[config.mk]
export PLATFORM = sky130hd
export DESIGN_NAME = switchgear_object_control
export DESIGN_NICKNAME = d
export VERILOG_FILES = /design/src/switchgear_object_control_pkg.sv /design/src/switchgear_object_control.sv /design/src/event_store.sv
export SDC_FILE = /design/constraint.sdc
export NUM_CORES = 1
export LEC_CHECK = 0
export ABC_AREA = 0
export ABC_CLOCK_PERIOD_IN_PS = 11900
export BUFFER_PORTS_ARGS = -buffer_cell sky130_fd_sc_hd__buf_2
export CAP_MARGIN = 40
export CORE_ASPECT_RATIO = 0.9
export CORE_MARGIN = 2
export CORE_UTILIZATION = 55
export CTS_CLUSTER_SIZE = 14
export DETAILED_ROUTE_END_ITERATION = 10
export PLACE_DENSITY = 0.81
export SETUP_SLACK_MARGIN = 0.4
export SYNTH_ARGS = -nofsm -noshare
export SYNTH_HDL_FRONTEND = slang
export SYNTH_SLANG_ARGS = --single-unit
[constraint.sdc]
create_clock -name i_clock -period 11.9 [get_ports i_clock]
set_clock_uncertainty 0.2 [all_clocks]
set_input_delay 2.38 -clock i_clock [delete_from_list [all_inputs] [get_ports i_clock]]
set_output_delay 2.38 -clock i_clock [all_outputs]
set_load 0.01 [all_outputs]
[src/switchgear_object_control_pkg.sv]
// shared constants, register map and carrier types for the switchgear object control
package switchgear_object_control_pkg;

	// timing
	localparam int CLOCK_HZ = 10_000_000;
	localparam int EVENT_RES_MS = 1;
	localparam int CYCLES_PER_MS = CLOCK_HZ / 1000 * EVENT_RES_MS;

	// bus shape
	localparam int AXI_ADDR_W = 8;
	localparam int AXI_DATA_W = 32;
	localparam logic [1:0] RESP_OKAY = 2'h0;
	localparam logic [1:0] RESP_SLVERR = 2'h2;

	// register byte offsets
	localparam logic [AXI_ADDR_W-1:0] REG_CONFIG = 8'h00;
	localparam logic [AXI_ADDR_W-1:0] REG_COMMAND = 8'h04;
	localparam logic [AXI_ADDR_W-1:0] REG_STATUS = 8'h08;
	localparam logic [AXI_ADDR_W-1:0] REG_OPEN_COUNT = 8'h0C;
	localparam logic [AXI_ADDR_W-1:0] REG_CLOSE_COUNT = 8'h10;
	localparam logic [AXI_ADDR_W-1:0] REG_TRIP_FAILURE_COUNT = 8'h14;
	localparam logic [AXI_ADDR_W-1:0] REG_MAKE_FAILURE_COUNT = 8'h18;
	localparam logic [AXI_ADDR_W-1:0] REG_EVENT = 8'h1C;
	localparam logic [AXI_ADDR_W-1:0] REG_TIMEOUT = 8'h20;

	// configuration fields
	localparam int CFG_W = 5;
	localparam int CFG_SINGLE_INPUT = 0;
	localparam int CFG_SELECT_FIRST = 1;
	localparam int CFG_SYNC_USE = 2;
	localparam int CFG_REMOTE = 3;
	localparam int CFG_WITHDRAWABLE = 4;
	localparam logic [CFG_W-1:0] CFG_RESET = 5'h08;
	localparam int TIMEOUT_W = 16;
	localparam logic [TIMEOUT_W-1:0] TIMEOUT_RESET = 16'h00C8;

	// command fields, write-only pulses
	localparam int CMD_SELECT = 0;
	localparam int CMD_DESELECT = 1;
	localparam int CMD_OPEN = 2;
	localparam int CMD_CLOSE = 3;
	localparam int CMD_CLEAR_COUNTS = 4;
	localparam int CMD_POP_EVENT = 5;

	// status fields
	localparam int ST_POS_LSB = 0;
	localparam int ST_CART_LSB = 2;
	localparam int ST_OPEN_OUT = 5;
	localparam int ST_CLOSE_OUT = 6;
	localparam int ST_SELECTED = 7;
	localparam int ST_EVENT_AVAIL = 8;
	localparam int ST_OVERFLOW = 9;

	// position and cart codes
	localparam logic [1:0] POS_INTERMEDIATE = 2'h0;
	localparam logic [1:0] POS_OPEN = 2'h1;
	localparam logic [1:0] POS_CLOSED = 2'h2;
	localparam logic [1:0] POS_BAD = 2'h3;
	localparam logic [2:0] CART_NOT_USED = 3'h4;

	// event word: [31:16] ms stamp, [9:8] position, [7:0] flags
	localparam int EV_FLAGS_W = 8;
	localparam int EV_OPEN_ON = 0;
	localparam int EV_OPEN_OFF = 1;
	localparam int EV_CLOSE_ON = 2;
	localparam int EV_CLOSE_OFF = 3;
	localparam int EV_TRIP_FAILURE = 4;
	localparam int EV_MAKE_FAILURE = 5;
	localparam int EV_REFUSED = 6;
	localparam int EV_POS_CHANGE = 7;
	localparam int STAMP_W = 16;

	// counter indices
	localparam int CNT_OPEN = 0;
	localparam int CNT_CLOSE = 1;
	localparam int CNT_TRIP_FAILURE = 2;
	localparam int CNT_MAKE_FAILURE = 3;

	typedef struct packed {
		logic awvalid;
		logic [AXI_ADDR_W-1:0] awaddr;
		logic wvalid;
		logic [AXI_DATA_W-1:0] wdata;
		logic [3:0] wstrb;
		logic bready;
		logic arvalid;
		logic [AXI_ADDR_W-1:0] araddr;
		logic rready;
	} axil_req_t;

	typedef struct packed {
		logic awready;
		logic wready;
		logic bvalid;
		logic [1:0] bresp;
		logic arready;
		logic rvalid;
		logic [AXI_DATA_W-1:0] rdata;
		logic [1:0] rresp;
	} axil_rsp_t;

	typedef struct packed {
		logic local_close;
		logic local_open;
		logic cart_out;
		logic cart_in;
		logic sync_ok;
		logic ready;
		logic block_close;
		logic block_open;
		logic status_closed;
		logic status_open;
	} pins_t;

	localparam int PIN_W = $bits(pins_t);

	typedef enum logic [1:0] {OP_IDLE, OP_OPENING, OP_CLOSING} op_state_t;

endpackage : switchgear_object_control_pkg

[src/switchgear_object_control.sv]
// switching object control and monitoring with an AXI4-Lite register slave
// What this block does
// - separate open and close command outputs
// - position from open and closed inputs
// - optional single input, inverted for open
// - local, remote and automatic command sources
// - remote direct or select-before-execute
// - report commands, position and applied operations
// - configuration changes only by software writes
// - status, blocking, ready, sync, cart inputs
// - time-stamped events on command edges
// - clearable operation and failure counters
// - control logic, monitor, output handler stages
// - position codes intermediate, open, closed, bad
// - local/remote selector ignores other side
// - close only with sync when enabled
//
// Implementation choices: the AXI4-Lite register port and the placing of the registers.
`timescale 1ns/100ps
module switchgear_object_control
	import switchgear_object_control_pkg::*;
#(
	parameter int MS_CYCLES = CYCLES_PER_MS,
	parameter int COUNT_W = 32,
	parameter int EVENT_ADDR_W = 4
) (
	input wire logic i_clock,
	input wire logic i_rst,
	input wire logic i_enable,
	input wire pins_t i_pins,
	input wire logic i_auto_open,
	input wire logic i_auto_close,
	input wire axil_req_t i_axi,
	output axil_rsp_t o_axi,
	output logic o_open_cmd,
	output logic o_close_cmd,
	output logic [1:0] o_position,
	output logic [2:0] o_cart_status
);
	typedef struct packed {
		op_state_t op;
		logic open_out;
		logic close_out;
		logic selected;
		logic [CFG_W-1:0] cfg;
		logic [TIMEOUT_W-1:0] timeout_ms;
		logic [TIMEOUT_W-1:0] op_ms;
		logic [STAMP_W-1:0] now_ms;
		logic [31:0] tick;
		logic [3:0][COUNT_W-1:0] count;
		logic [1:0] pos;
		logic [2:0] cart;
		logic [1:0] last_local;
		logic overflow;
		logic [EVENT_ADDR_W:0] wr_ptr;
		logic [EVENT_ADDR_W:0] rd_ptr;
		logic aw_held;
		logic [AXI_ADDR_W-1:0] awaddr;
		logic w_held;
		logic [AXI_DATA_W-1:0] wdata;
		logic [3:0] wstrb;
		logic awready;
		logic wready;
		logic bvalid;
		logic [1:0] bresp;
		logic arready;
		logic r_stage;
		logic [AXI_ADDR_W-1:0] araddr;
		logic rvalid;
		logic [AXI_DATA_W-1:0] rdata;
		logic [1:0] rresp;
	} ctl_t;

	ctl_t s;
	ctl_t next_s;
	logic [PIN_W-1:0] sync_a;
	logic [PIN_W-1:0] sync_b;
	pins_t pin;
	logic ev_write;
	logic [AXI_DATA_W-1:0] ev_word;
	logic [AXI_DATA_W-1:0] ev_head;

	// two-stage synchronisers for every pin input
	genvar g;
	generate
		for (g = 0; g < PIN_W; g++)
		begin : g_sync
			always_ff @(posedge i_clock or posedge i_rst)
			begin
				if (i_rst)
				begin
					sync_a[g] <= 1'b0;
					sync_b[g] <= 1'b0;
				end
				else if (i_enable)
				begin
					sync_a[g] <= i_pins[g];
					sync_b[g] <= sync_a[g];
				end
			end
		end
	endgenerate

	assign pin = pins_t'(sync_b);

	function automatic logic [1:0] decode_pos(input logic single, input logic op_in,
		input logic cl_in);
		// {closed, open}: 00 intermediate, 01 open, 10 closed, 11 bad
		if (single)
			decode_pos = {cl_in, ~cl_in};
		else
			decode_pos = {cl_in, op_in};
	endfunction : decode_pos

	always_comb
	begin
		logic do_write;
		logic remote;
		logic sbo;
		logic cmd_open;
		logic cmd_close;
		logic cmd_sel;
		logic cmd_desel;
		logic cmd_clear;
		logic cmd_pop;
		logic req_open;
		logic req_close;
		logic rem_open;
		logic rem_close;
		logic ms_tick;
		logic timed_out;
		logic empty;
		logic full;
		logic [3:0] inc;
		logic [EV_FLAGS_W-1:0] flags;
		logic [AXI_DATA_W-1:0] rd_value;
		logic rd_ok;
		do_write = 1'b0;
		remote = s.cfg[CFG_REMOTE];
		sbo = s.cfg[CFG_SELECT_FIRST];
		cmd_open = 1'b0;
		cmd_close = 1'b0;
		cmd_sel = 1'b0;
		cmd_desel = 1'b0;
		cmd_clear = 1'b0;
		cmd_pop = 1'b0;
		inc = 4'h0;
		flags = '0;
		rd_value = '0;
		rd_ok = 1'b1;
		next_s = s;
		ev_write = 1'b0;
		ev_word = '0;
		rem_open = 1'b0;
		rem_close = 1'b0;
		req_open = 1'b0;
		req_close = 1'b0;
		timed_out = 1'b0;
		ms_tick = 1'b0;
		empty = 1'b0;
		full = 1'b0;

		// millisecond time base for stamps and timeouts
		ms_tick = (s.tick == 32'(MS_CYCLES - 1));
		next_s.tick = ms_tick ? 32'h0 : s.tick + 32'h1;
		next_s.now_ms = s.now_ms + STAMP_W'(ms_tick);
		empty = (s.wr_ptr == s.rd_ptr);
		full = (s.wr_ptr[EVENT_ADDR_W] != s.rd_ptr[EVENT_ADDR_W]) &&
			(s.wr_ptr[EVENT_ADDR_W-1:0] == s.rd_ptr[EVENT_ADDR_W-1:0]);

		// write channel: address and data taken in either order
		if (i_axi.awvalid && s.awready)
		begin
			next_s.aw_held = 1'b1;
			next_s.awaddr = i_axi.awaddr;
		end
		if (i_axi.wvalid && s.wready)
		begin
			next_s.w_held = 1'b1;
			next_s.wdata = i_axi.wdata;
			next_s.wstrb = i_axi.wstrb;
		end
		if (s.bvalid && i_axi.bready)
			next_s.bvalid = 1'b0;
		do_write = s.aw_held && s.w_held && !s.bvalid;
		if (do_write)
		begin
			next_s.aw_held = 1'b0;
			next_s.w_held = 1'b0;
			next_s.bvalid = 1'b1;
			next_s.bresp = RESP_OKAY;
			case (s.awaddr)
				REG_CONFIG:
					if (s.wstrb[0])
						next_s.cfg = s.wdata[CFG_W-1:0];
				REG_TIMEOUT:
				begin
					if (s.wstrb[0])
						next_s.timeout_ms[7:0] = s.wdata[7:0];
					if (s.wstrb[1])
						next_s.timeout_ms[15:8] = s.wdata[15:8];
				end
				REG_COMMAND:
					if (s.wstrb[0])
					begin
						cmd_sel = s.wdata[CMD_SELECT];
						cmd_desel = s.wdata[CMD_DESELECT];
						cmd_open = s.wdata[CMD_OPEN];
						cmd_close = s.wdata[CMD_CLOSE];
						cmd_clear = s.wdata[CMD_CLEAR_COUNTS];
						cmd_pop = s.wdata[CMD_POP_EVENT];
					end
				REG_STATUS, REG_OPEN_COUNT, REG_CLOSE_COUNT, REG_TRIP_FAILURE_COUNT,
				REG_MAKE_FAILURE_COUNT, REG_EVENT:
					next_s.bresp = RESP_OKAY;
				default:
					next_s.bresp = RESP_SLVERR;
			endcase
		end

		// control logic: pick the source allowed by the selector
		rem_open = cmd_open && remote && (!sbo || s.selected);
		rem_close = cmd_close && remote && (!sbo || s.selected);
		req_open = rem_open || i_auto_open ||
			(!remote && pin.local_open && !s.last_local[0]);
		req_close = rem_close || i_auto_close ||
			(!remote && pin.local_close && !s.last_local[1]);
		next_s.last_local = {pin.local_close, pin.local_open};
		if (cmd_sel && remote && sbo)
			next_s.selected = 1'b1;
		if (cmd_desel || !remote || rem_open || rem_close)
			next_s.selected = 1'b0;

		// monitor: supervise the running operation
		next_s.pos = decode_pos(s.cfg[CFG_SINGLE_INPUT], pin.status_open, pin.status_closed);
		next_s.cart = s.cfg[CFG_WITHDRAWABLE] ? {1'b0, pin.cart_in, pin.cart_out} :
			CART_NOT_USED;
		if (ms_tick)
			next_s.op_ms = s.op_ms + TIMEOUT_W'(1);
		timed_out = ms_tick && (s.op_ms >= s.timeout_ms);
		case (s.op)
			OP_IDLE:
			begin
				next_s.op_ms = '0;
				// open wins over a simultaneous close: the safe direction
				if (req_open)
				begin
					if (pin.block_open)
						flags[EV_REFUSED] = 1'b1;
					else
						next_s.op = OP_OPENING;
				end
				else if (req_close)
				begin
					if (pin.block_close || !pin.ready ||
						(s.cfg[CFG_SYNC_USE] && !pin.sync_ok))
						flags[EV_REFUSED] = 1'b1;
					else
						next_s.op = OP_CLOSING;
				end
			end
			OP_OPENING:
			begin
				if (s.pos == POS_OPEN)
				begin
					inc[CNT_OPEN] = 1'b1;
					next_s.op = OP_IDLE;
				end
				else if (pin.block_open)
				begin
					flags[EV_REFUSED] = 1'b1;
					next_s.op = OP_IDLE;
				end
				else if (timed_out)
				begin
					inc[CNT_TRIP_FAILURE] = 1'b1;
					flags[EV_TRIP_FAILURE] = 1'b1;
					next_s.op = OP_IDLE;
				end
			end
			OP_CLOSING:
			begin
				if (s.pos == POS_CLOSED)
				begin
					inc[CNT_CLOSE] = 1'b1;
					next_s.op = OP_IDLE;
				end
				else if (pin.block_close || (s.cfg[CFG_SYNC_USE] && !pin.sync_ok))
				begin
					flags[EV_REFUSED] = 1'b1;
					next_s.op = OP_IDLE;
				end
				else if (timed_out)
				begin
					inc[CNT_MAKE_FAILURE] = 1'b1;
					flags[EV_MAKE_FAILURE] = 1'b1;
					next_s.op = OP_IDLE;
				end
			end
			default:
				next_s.op = OP_IDLE;
		endcase

		// output handler: one state drives one contact only
		next_s.open_out = (next_s.op == OP_OPENING);
		next_s.close_out = (next_s.op == OP_CLOSING);

		// counters: an increment in the clearing cycle still counts
		for (int i = 0; i < 4; i++)
			next_s.count[i] = (cmd_clear ? '0 : s.count[i]) + COUNT_W'(inc[i]);

		// events on each command edge and position change
		flags[EV_OPEN_ON] = next_s.open_out && !s.open_out;
		flags[EV_OPEN_OFF] = !next_s.open_out && s.open_out;
		flags[EV_CLOSE_ON] = next_s.close_out && !s.close_out;
		flags[EV_CLOSE_OFF] = !next_s.close_out && s.close_out;
		flags[EV_POS_CHANGE] = (next_s.pos != s.pos);
		if (cmd_pop)
			next_s.overflow = 1'b0;
		if (cmd_pop && !empty)
			next_s.rd_ptr = s.rd_ptr + (EVENT_ADDR_W+1)'(1);
		if (|flags)
		begin
			// a full buffer with no pop in the same cycle drops the new event and flags it
			if (full && !(cmd_pop && !empty))
				next_s.overflow = 1'b1;
			else
			begin
				ev_write = 1'b1;
				ev_word = {s.now_ms, 6'h00, next_s.pos, flags};
				next_s.wr_ptr = s.wr_ptr + (EVENT_ADDR_W+1)'(1);
			end
		end

		// read channel: two cycles so the event memory output has settled
		if (s.rvalid && i_axi.rready)
			next_s.rvalid = 1'b0;
		if (i_axi.arvalid && s.arready)
		begin
			next_s.r_stage = 1'b1;
			next_s.araddr = i_axi.araddr;
		end
		case (s.araddr)
			REG_CONFIG: rd_value = AXI_DATA_W'(s.cfg);
			REG_TIMEOUT: rd_value = AXI_DATA_W'(s.timeout_ms);
			REG_COMMAND: rd_value = '0;
			REG_STATUS:
			begin
				rd_value[ST_POS_LSB +: 2] = s.pos;
				rd_value[ST_CART_LSB +: 3] = s.cart;
				rd_value[ST_OPEN_OUT] = s.open_out;
				rd_value[ST_CLOSE_OUT] = s.close_out;
				rd_value[ST_SELECTED] = s.selected;
				rd_value[ST_EVENT_AVAIL] = !empty;
				rd_value[ST_OVERFLOW] = s.overflow;
			end
			REG_OPEN_COUNT: rd_value = AXI_DATA_W'(s.count[CNT_OPEN]);
			REG_CLOSE_COUNT: rd_value = AXI_DATA_W'(s.count[CNT_CLOSE]);
			REG_TRIP_FAILURE_COUNT: rd_value = AXI_DATA_W'(s.count[CNT_TRIP_FAILURE]);
			REG_MAKE_FAILURE_COUNT: rd_value = AXI_DATA_W'(s.count[CNT_MAKE_FAILURE]);
			REG_EVENT: rd_value = empty ? '0 : ev_head;
			default: rd_ok = 1'b0;
		endcase
		if (s.r_stage)
		begin
			next_s.r_stage = 1'b0;
			next_s.rvalid = 1'b1;
			next_s.rdata = rd_ok ? rd_value : '0;
			next_s.rresp = rd_ok ? RESP_OKAY : RESP_SLVERR;
		end

		next_s.awready = !next_s.aw_held && !next_s.bvalid;
		next_s.wready = !next_s.w_held && !next_s.bvalid;
		next_s.arready = !next_s.r_stage && !next_s.rvalid;
	end

	always_ff @(posedge i_clock or posedge i_rst)
	begin
		if (i_rst)
		begin
			s <= '0;
			s.op <= OP_IDLE;
			s.cfg <= CFG_RESET;
			s.timeout_ms <= TIMEOUT_RESET;
		end
		else if (i_enable)
			s <= next_s;
	end

	event_store #(
		.ADDR_W(EVENT_ADDR_W),
		.DATA_W(AXI_DATA_W)
	) u_event_store (
		.i_clock(i_clock),
		.i_enable(i_enable),
		.i_write(ev_write),
		.i_write_addr(s.wr_ptr[EVENT_ADDR_W-1:0]),
		.i_write_data(ev_word),
		.i_read_addr(s.rd_ptr[EVENT_ADDR_W-1:0]),
		.o_read_data(ev_head)
	);

	assign o_open_cmd = s.open_out;
	assign o_close_cmd = s.close_out;
	assign o_position = s.pos;
	assign o_cart_status = s.cart;
	assign o_axi.awready = s.awready;
	assign o_axi.wready = s.wready;
	assign o_axi.bvalid = s.bvalid;
	assign o_axi.bresp = s.bresp;
	assign o_axi.arready = s.arready;
	assign o_axi.rvalid = s.rvalid;
	assign o_axi.rdata = s.rdata;
	assign o_axi.rresp = s.rresp;
endmodule : switchgear_object_control

[src/event_store.sv]
// small event memory with registered read data
`timescale 1ns/100ps
module event_store #(
	parameter int ADDR_W = 4,
	parameter int DATA_W = 32
) (
	input wire logic i_clock,
	input wire logic i_enable,
	input wire logic i_write,
	input wire logic [ADDR_W-1:0] i_write_addr,
	input wire logic [DATA_W-1:0] i_write_data,
	input wire logic [ADDR_W-1:0] i_read_addr,
	output logic [DATA_W-1:0] o_read_data
);
	logic [DATA_W-1:0] mem [0:(1<<ADDR_W)-1];

	// no reset on the array: contents are only read behind a valid pointer
	always_ff @(posedge i_clock)
	begin
		if (i_enable)
		begin
			if (i_write)
				mem[i_write_addr] <= i_write_data;
			o_read_data <= mem[i_read_addr];
		end
	end
endmodule : event_store

==> results of run 1 <==
cell usage after synthesis (all sizes together), types with 14 or more instances:
| cell type | number | share of area |
|---|---|---|
| ha | 33 | 0.012 |
| nand2b | 14 | 0.0026 |
| and3 | 51 | 0.0095 |
| a21oi | 76 | 0.011 |
| edfxtp | 442 | 0.40 |
| buf | 67 | 0.013 |
| nand3 | 97 | 0.014 |
| nor2 | 102 | 0.011 |
| nor3 | 49 | 0.0073 |
| and2 | 19 | 0.0035 |
| mux2i | 19 | 0.0057 |
| a22oi | 27 | 0.0062 |
| xor2 | 60 | 0.016 |
| dfrtp | 328 | 0.25 |
| xnor2 | 58 | 0.015 |
| nand4 | 49 | 0.0092 |
| mux4 | 130 | 0.087 |
| mux2 | 89 | 0.030 |
| clkbuf | 80 | 0.0090 |
| inv | 41 | 0.0046 |
| o21ai | 114 | 0.017 |
| nand2 | 269 | 0.030 |
| a222oi | 26 | 0.0078 |
routing by layer:
| metal | track usage | vias to the layer above |
|---|---|---|
| met3 | 0.0534 | 247 |
| met2 | 0.459 | 1289 |
| met1 | 0.351 | 10942 |
| li1 | - | 9098 |
| met4 | 0.113 | 4 |
| met5 | 0 | - |
critical path, cell delays in order:
cell      delay [ns]
buf_4           0.41
buf_12          0.46
clkinv_1        0.18
a21oi_1         0.18
buf_4           0.23
and3_1          0.25
nand4_1         0.22
nor3_1          0.77
a31oi_1         0.20
nor3b_1         0.27
nor2_1          0.07
per-stage QoR:
stage	std cells	instance area (um2)	setup WS (ns)	power (uW)
after floorplan	2376	33500	4.89	3770
after global placement	3153	34700	5.72	3970
after detailed placement	3168	34900	6.03	4050
after CTS	3312	37500	6.69	6520
after global routing	3314	37500	6.21	6700
final	3314	37500	6.48	6510
kinds of logic (layout without fill, tap and decap cells):
group,count (synthesis),after routing,synth area share
fa+ha+maj,33,33,0.0123
simple gates,704,704,0.102
flops,774,774,0.644
mux,238,238,0.123
other cells,1,2,0.000112
buf+inv,190,345,0.0270
compound gates,317,317,0.0604
xor+xnor,118,118,0.0308
power by group through the flow:
stage / clock network [uW] / logic [uW] / registers (uW)
finish: 2470 / 720 / 3320
global route: 2590 / 771 / 3340
CTS: 2500 / 714 / 3310
detailed placement: 0 / 698 / 3350
global placement: 0 / 647 / 3330
floorplan: 0 / 490 / 3280
path summary, 6_finish.rpt:
| kind | start | endpoint | slack (ns) | depth (start not counted) |
|---|---|---|---|---|
| max in group asynchronous | i_rst | s[250]$_DFFE_PP0P_ | 7.89 | 6 |
| max reg2reg | s[242]$_DFFE_PP0P_ | u_event_store.mem[7][9]$_DFFE_PP_ | 7.07 | 11 |
| min in group asynchronous | i_rst | s[299]$_DFFE_PP0P_ | 1.75 | 3 |
| min reg2reg | o_axi[14]$_DFFE_PP0P_ | o_axi[14]$_DFFE_PP0P_ | 0.27 | 2 |
| min | o_axi[14]$_DFFE_PP0P_ | o_axi[14]$_DFFE_PP0P_ | 0.27 | 2 |
| max | i_enable | s[173]$_DFFE_PP0P_ | 6.48 | 11 |
state kept, by name, indices dropped and copies added, names as in the netlist:
signal and count:
o_axi 39, u_event_store.mem 416, o_close_cmd 1, u_event_store.o_read_data 26
o_cart_status 3, sync_a 10, next_s 2, pin 8
o_open_cmd 1, s 266, o_position 2
area by class of cell:
class | instances | area, um2 | share of cell area
flip-flops and latches | 774 | 21600 | 0.576
inverters | 43 | 165 | 0.00440
repair buffers | 158 | 1030 | 0.0275
multi-input cells | 1412 | 11100 | 0.297
well taps | 783 | 980 | 0.0261
clock buffers | 103 | 2160 | 0.0575
clock inverters | 41 | 439 | 0.0117
cell usage in the layout (no fill, tap or decap), drive strengths merged, types with 6 or more instances in the layout:
cell     instances
edfxtp         442
dfrtp          328
nand2          269
buf            158
mux4           130
o21ai          114
clkbuf         103
nor2           102
nand3           97
mux2            89
a21oi           76
xor2            60
xnor2           58
and3            51
nand4           49
nor3            49
inv             41
clkinv          35
ha              33
a22oi           27
a222oi          26
and2            19
mux2i           19
nand2b          14
and4            13
a22o             9
o31ai            8
nor4             8
o2bb2ai          7
or3              6
a221oi           6
==> impl_metrics.ini, run 1 <==
[final_layout]
num-nets-final = 2571
fillers = 4102
antenna_cells = 0
drive_gt1_frac = 0.213
syn_to_final_growth_pct = 11.9
utilization = 0.625

[synth]
syn_area_per_cell_um2 = 14.1
synth_ff_type = edfxtp_1
synthArstFlopShare = 0.429
synth_area_mm2 = 0.0335
yosysSeqAreaShare = 0.644
syn_inst = 2375
synthDistinctLibCells = 73
yosysWarnings = 0
synth_enable_flop_cells = 442
ys_ff_latch = 774

[timing]
tightest_slew_ns = 0.923
setup-tns-final_ns = 0
slew_headroom = 0.382
finalCriticalPeriod_ns = 5.42
setup_viol = 0
fin_crit_sh = 0.456
hold_viol = 0
holdWs_ns = 0.270
rsz0062_at_grt = no
drv_slew = 0
max_freq_mhz = 184

[cts]
cts.clk_slew.worst_paths_ns = 0.06
cts.sinks = 774
root_buffer = clkbuf_16
worstSkewPairLatency_ns = 0.65
cts_buffers = 77
ctsHoldBuffers = 0
cts_resized = 0
ctsLongestPathBuffers = 3
cts_tree = done
htreeDepth = 3
postCtsSetupBuffers = 0

[floorplan]
fp.dieH_um = 238
initial_core_util = 0.559
dieArea_mm2 = 0.0629
num_rows = 85
core_mm2 = 0.0600
die_w_um = 264
ios = 120

[global_route]
overflow = 0
grt_start_max_net_pins = 148
grt_first_pass_wirelength_mm = 131
grt_use_total = 0.273
antenna_found_initial = 3
grt_pass1_vias = 21791

[power]
combPwrFrac = 0.111
power_frac_seq = 0.509
powerDensity_mw_per_mm2 = 174
intPower_uw = 4810
pwr-share-clk = 0.380
ir_drop_mv = 0.122
p_sw_uw = 1700
swShare = 0.261
p_leak_uw = 0.0142

[critical_path]
critPathLaunchType = input port
worstPathArrival_ns = 5.74
worstPathMaxFanout = 113
end_kind = register
cp.required_ns = 12.22
crit_type = input port to register

[routing]
met2WireLength_mm = 42.4
met1Wirelength_mm = 31.6
drc = 0
routedWlPerCell_um = 25.5
maxUsedRoutingLayer = met5
num_vias = 21580
drt_iter0_drc = 3153
wl_mm = 84.6
dr_wl_met3_mm = 7.21
vias_per_cell = 6.51
detail-route-antenna-nets = 0
first_pass_iters = 9

[outcome]
status = complete, no violations

[place]
finalWeightedCongestion = 0.934
dp_hpwl_mm = 49.9
io_buffers = 99

[min_path]
hp-class = register to register

[job]
max_cap_viol_count = 0
(Power assumes the default switching activity.)
==> run 2: changes to the inputs <==
--- a/config.mk
+++ b/config.mk
@@ -6,7 +6,7 @@
 export NUM_CORES = 1
 export LEC_CHECK = 0
 export ABC_AREA = 0
-export ABC_CLOCK_PERIOD_IN_PS = 11900
+export ABC_CLOCK_PERIOD_IN_PS = 5100
 export BUFFER_PORTS_ARGS = -buffer_cell sky130_fd_sc_hd__buf_2
 export CAP_MARGIN = 40
 export CORE_ASPECT_RATIO = 0.9
@@ -14,7 +14,7 @@
 export CORE_UTILIZATION = 55
 export CTS_CLUSTER_SIZE = 14
 export DETAILED_ROUTE_END_ITERATION = 10
-export PLACE_DENSITY = 0.81
+export PLACE_DENSITY = 0.78
 export SETUP_SLACK_MARGIN = 0.4
 export SYNTH_ARGS = -nofsm -noshare
 export SYNTH_HDL_FRONTEND = slang
==> constraint.sdc (replaced) <==
create_clock -name i_clock -period 5.1 [get_ports i_clock]
set_clock_uncertainty 0.2 [all_clocks]
set_input_delay 1.02 -clock i_clock [delete_from_list [all_inputs] [get_ports i_clock]]
set_output_delay 1.02 -clock i_clock [all_outputs]
set_load 0.01 [all_outputs]
==> run 2 against run 1 <==
Compared with the run above:
- non-clock buffer count grew 15
- first-iteration DRC count is 18% lower
- critical path depth up 1
- critical path type is now register to register
- largest power group unchanged
==> impl_metrics.ini, run 2 (synthesis results as in run 1) <==
[outcome]
status = complete, no violations

[final_layout]
top_register = u_event_store.mem
final_common_cell = edfxtp_1
utilization = 0.630
num-nets-final = 2587
multi_input_area_mm2 = 0.0112
ff_latch_area_mm2 = 0.0216
fillers = 4199
layout_common_cells = edfxtp_1, dfrtp_1, nand2_1
largest_reg_flops = 416
syn_to_final_growth_pct = 12.8
drive_gt1_frac = 0.219

[cts]
postCtsSetupBuffers = 0
ctsHoldBuffers = 0
cts.clk_slew.worst_paths_ns = 0.06
ctsLongestPathBuffers = 3
htreeDepth = 3
cts_buffers = 78
cts.sinks = 774
cts_tree = done
worstSkewPairLatency_ns = 0.64
cts_resized = 0
root_buffer = clkbuf_16

[routing]
first_pass_iters = 8
wl_mm = 80.0
vias_per_cell = 6.30
drc = 0
num_vias = 20997
routedWlPerCell_um = 24.0
detail-route-antenna-nets = 0
drt_iter0_drc = 2587

[floorplan]
die_w_um = 264
fp.dieH_um = 238
num_rows = 85
dieArea_mm2 = 0.0629
core_mm2 = 0.0600
ios = 120
initial_core_util = 0.559

[critical_path]
cp_slowest_stage_delay_ns = 0.46
crit_type = register to register
worstPathArrival_ns = 4.53
r2r_cells = 12
r2r-start = s[242]$_DFFE_PP0P_
rrSetupSlack_ns = 0.63
cp.required_ns = 5.16
cpMaxStageDelayCell = buf_4
path_common_cell = buf_4
path_buf_inv = 2
end_kind = register
critPathLaunchType = register
rr_endpoint = u_event_store.mem[13][29]$_DFFE_PP_
path_cells = ha_1 -> nor4bb_1 -> nand4_1 -> or3_1 -> o22a_1 -> a22oi_2 -> xnor2_1 -> nand4bb_4 -> nand2_4 -> buf_4 -> nor3_4 -> buf_4
cpLargestDelayFamily = simple AND/OR/NAND/NOR gates
worstPathMaxFanout = 26

[timing]
slew_headroom = 0.371
fin_ws_ns = 0.631
drv_slew = 0
rsz0062_at_grt = no
finalCriticalPeriod_ns = 4.47
max_freq_mhz = 224
tightest_slew_ns = 0.944
fin_crit_sh = 0.876
hold_viol = 0
setup_viol = 0

[global_route]
grt_pass1_vias = 21571
grt_use_total = 0.259
antenna_found_initial = 2
grt_start_max_net_pins = 108
grt_first_pass_wirelength_mm = 125
overflow = 0

[job]
max_cap_viol_count = 0

[power]
p_sw_uw = 3880
p_leak_uw = 0.0143
power_frac_seq = 0.503
powerDensity_mw_per_mm2 = 406
intPower_uw = 11500
pwr-share-clk = 0.385
combPwrFrac = 0.112
ir_drop_mv = 0.231
p_total_uw = 15300
swShare = 0.253

[min_path]
hp-class = input port to async pin

[place]
io_buffers = 99
dp_slack_ns = 0.727
dp_hpwl_mm = 50.4
finalWeightedCongestion = 0.932
==> run 2: cell count changes in the layout (fill, tap and decap cells not counted), sizes merged <==
| cell | change |
|---|---|
| buf | +15 |
| bufinv | +3 |
| clkbuf | +10 |
| clkinv | -12 |
| diode | +1 |
| inv | +1 |
==> run 2: worst max-delay path by stage <==
stage / startpoint / end / slack [ns] / cells past startpoint
after floorplan: i_rst / next_s[107]$_DFFE_PP0P_ / -0.55 / 1
after global placement: s[87]$_DFFE_PP0P_ / u_event_store.mem[2][27]$_DFFE_PP_ / 0.90 / 11
after detailed placement: s[290]$_DFFE_PP0P_ / u_event_store.mem[10][9]$_DFFE_PP_ / 0.73 / 12
after CTS: s[290]$_DFFE_PP0P_ / u_event_store.mem[5][9]$_DFFE_PP_ / 0.69 / 12
after global routing: s[290]$_DFFE_PP0P_ / u_event_store.mem[11][23]$_DFFE_PP_ / 0.41 / 13
final: s[242]$_DFFE_PP0P_ / u_event_store.mem[13][29]$_DFFE_PP_ / 0.63 / 12
==> run 2: cell type report <==
type / instances / share of cell area
clock inverters: 33 / 0.0114
clock buffers: 113 / 0.0593
well taps: 783 / 0.0259
flip-flops and latches: 774 / 0.572
diodes: 1 / 0.0000662
inverters: 43 / 0.00437
repair buffers: 173 / 0.0301
multi-input cells: 1412 / 0.297
==> run 2: power by group through the flow <==
stage	sequential [uW]	combinational [uW]	clock, uW
floorplan	7650	1170	0
global placement	7760	1590	0
detailed placement	7800	1680	0
CTS	7700	1700	5970
global route	7760	1850	6230
finish	7710	1720	5910
==> run 2: per-stage QoR <==
step                      std cells  area, um2  hold slack [ns]  setup TNS [ns]
final                          3332      37800            0.138               0
after detailed placement       3183      35100            0.268               0
after floorplan                2376      33600            0.238         -180.85
after CTS                      3329      37700            0.123               0
after global placement         3176      35000            0.255               0
after global routing           3331      37800            0.131               0
==> run 2: metal layers <==
metal  part of all wire  wire (um)  global-route usage  vias to the layer above
met5                  0          0                   0                        -
met1               0.40      32000               0.342                    10688
met4              0.041       3310               0.110                        0
li1                   -          -                   -                     9154
met3              0.070       5560              0.0449                      210
met2               0.49      39100               0.428                      945
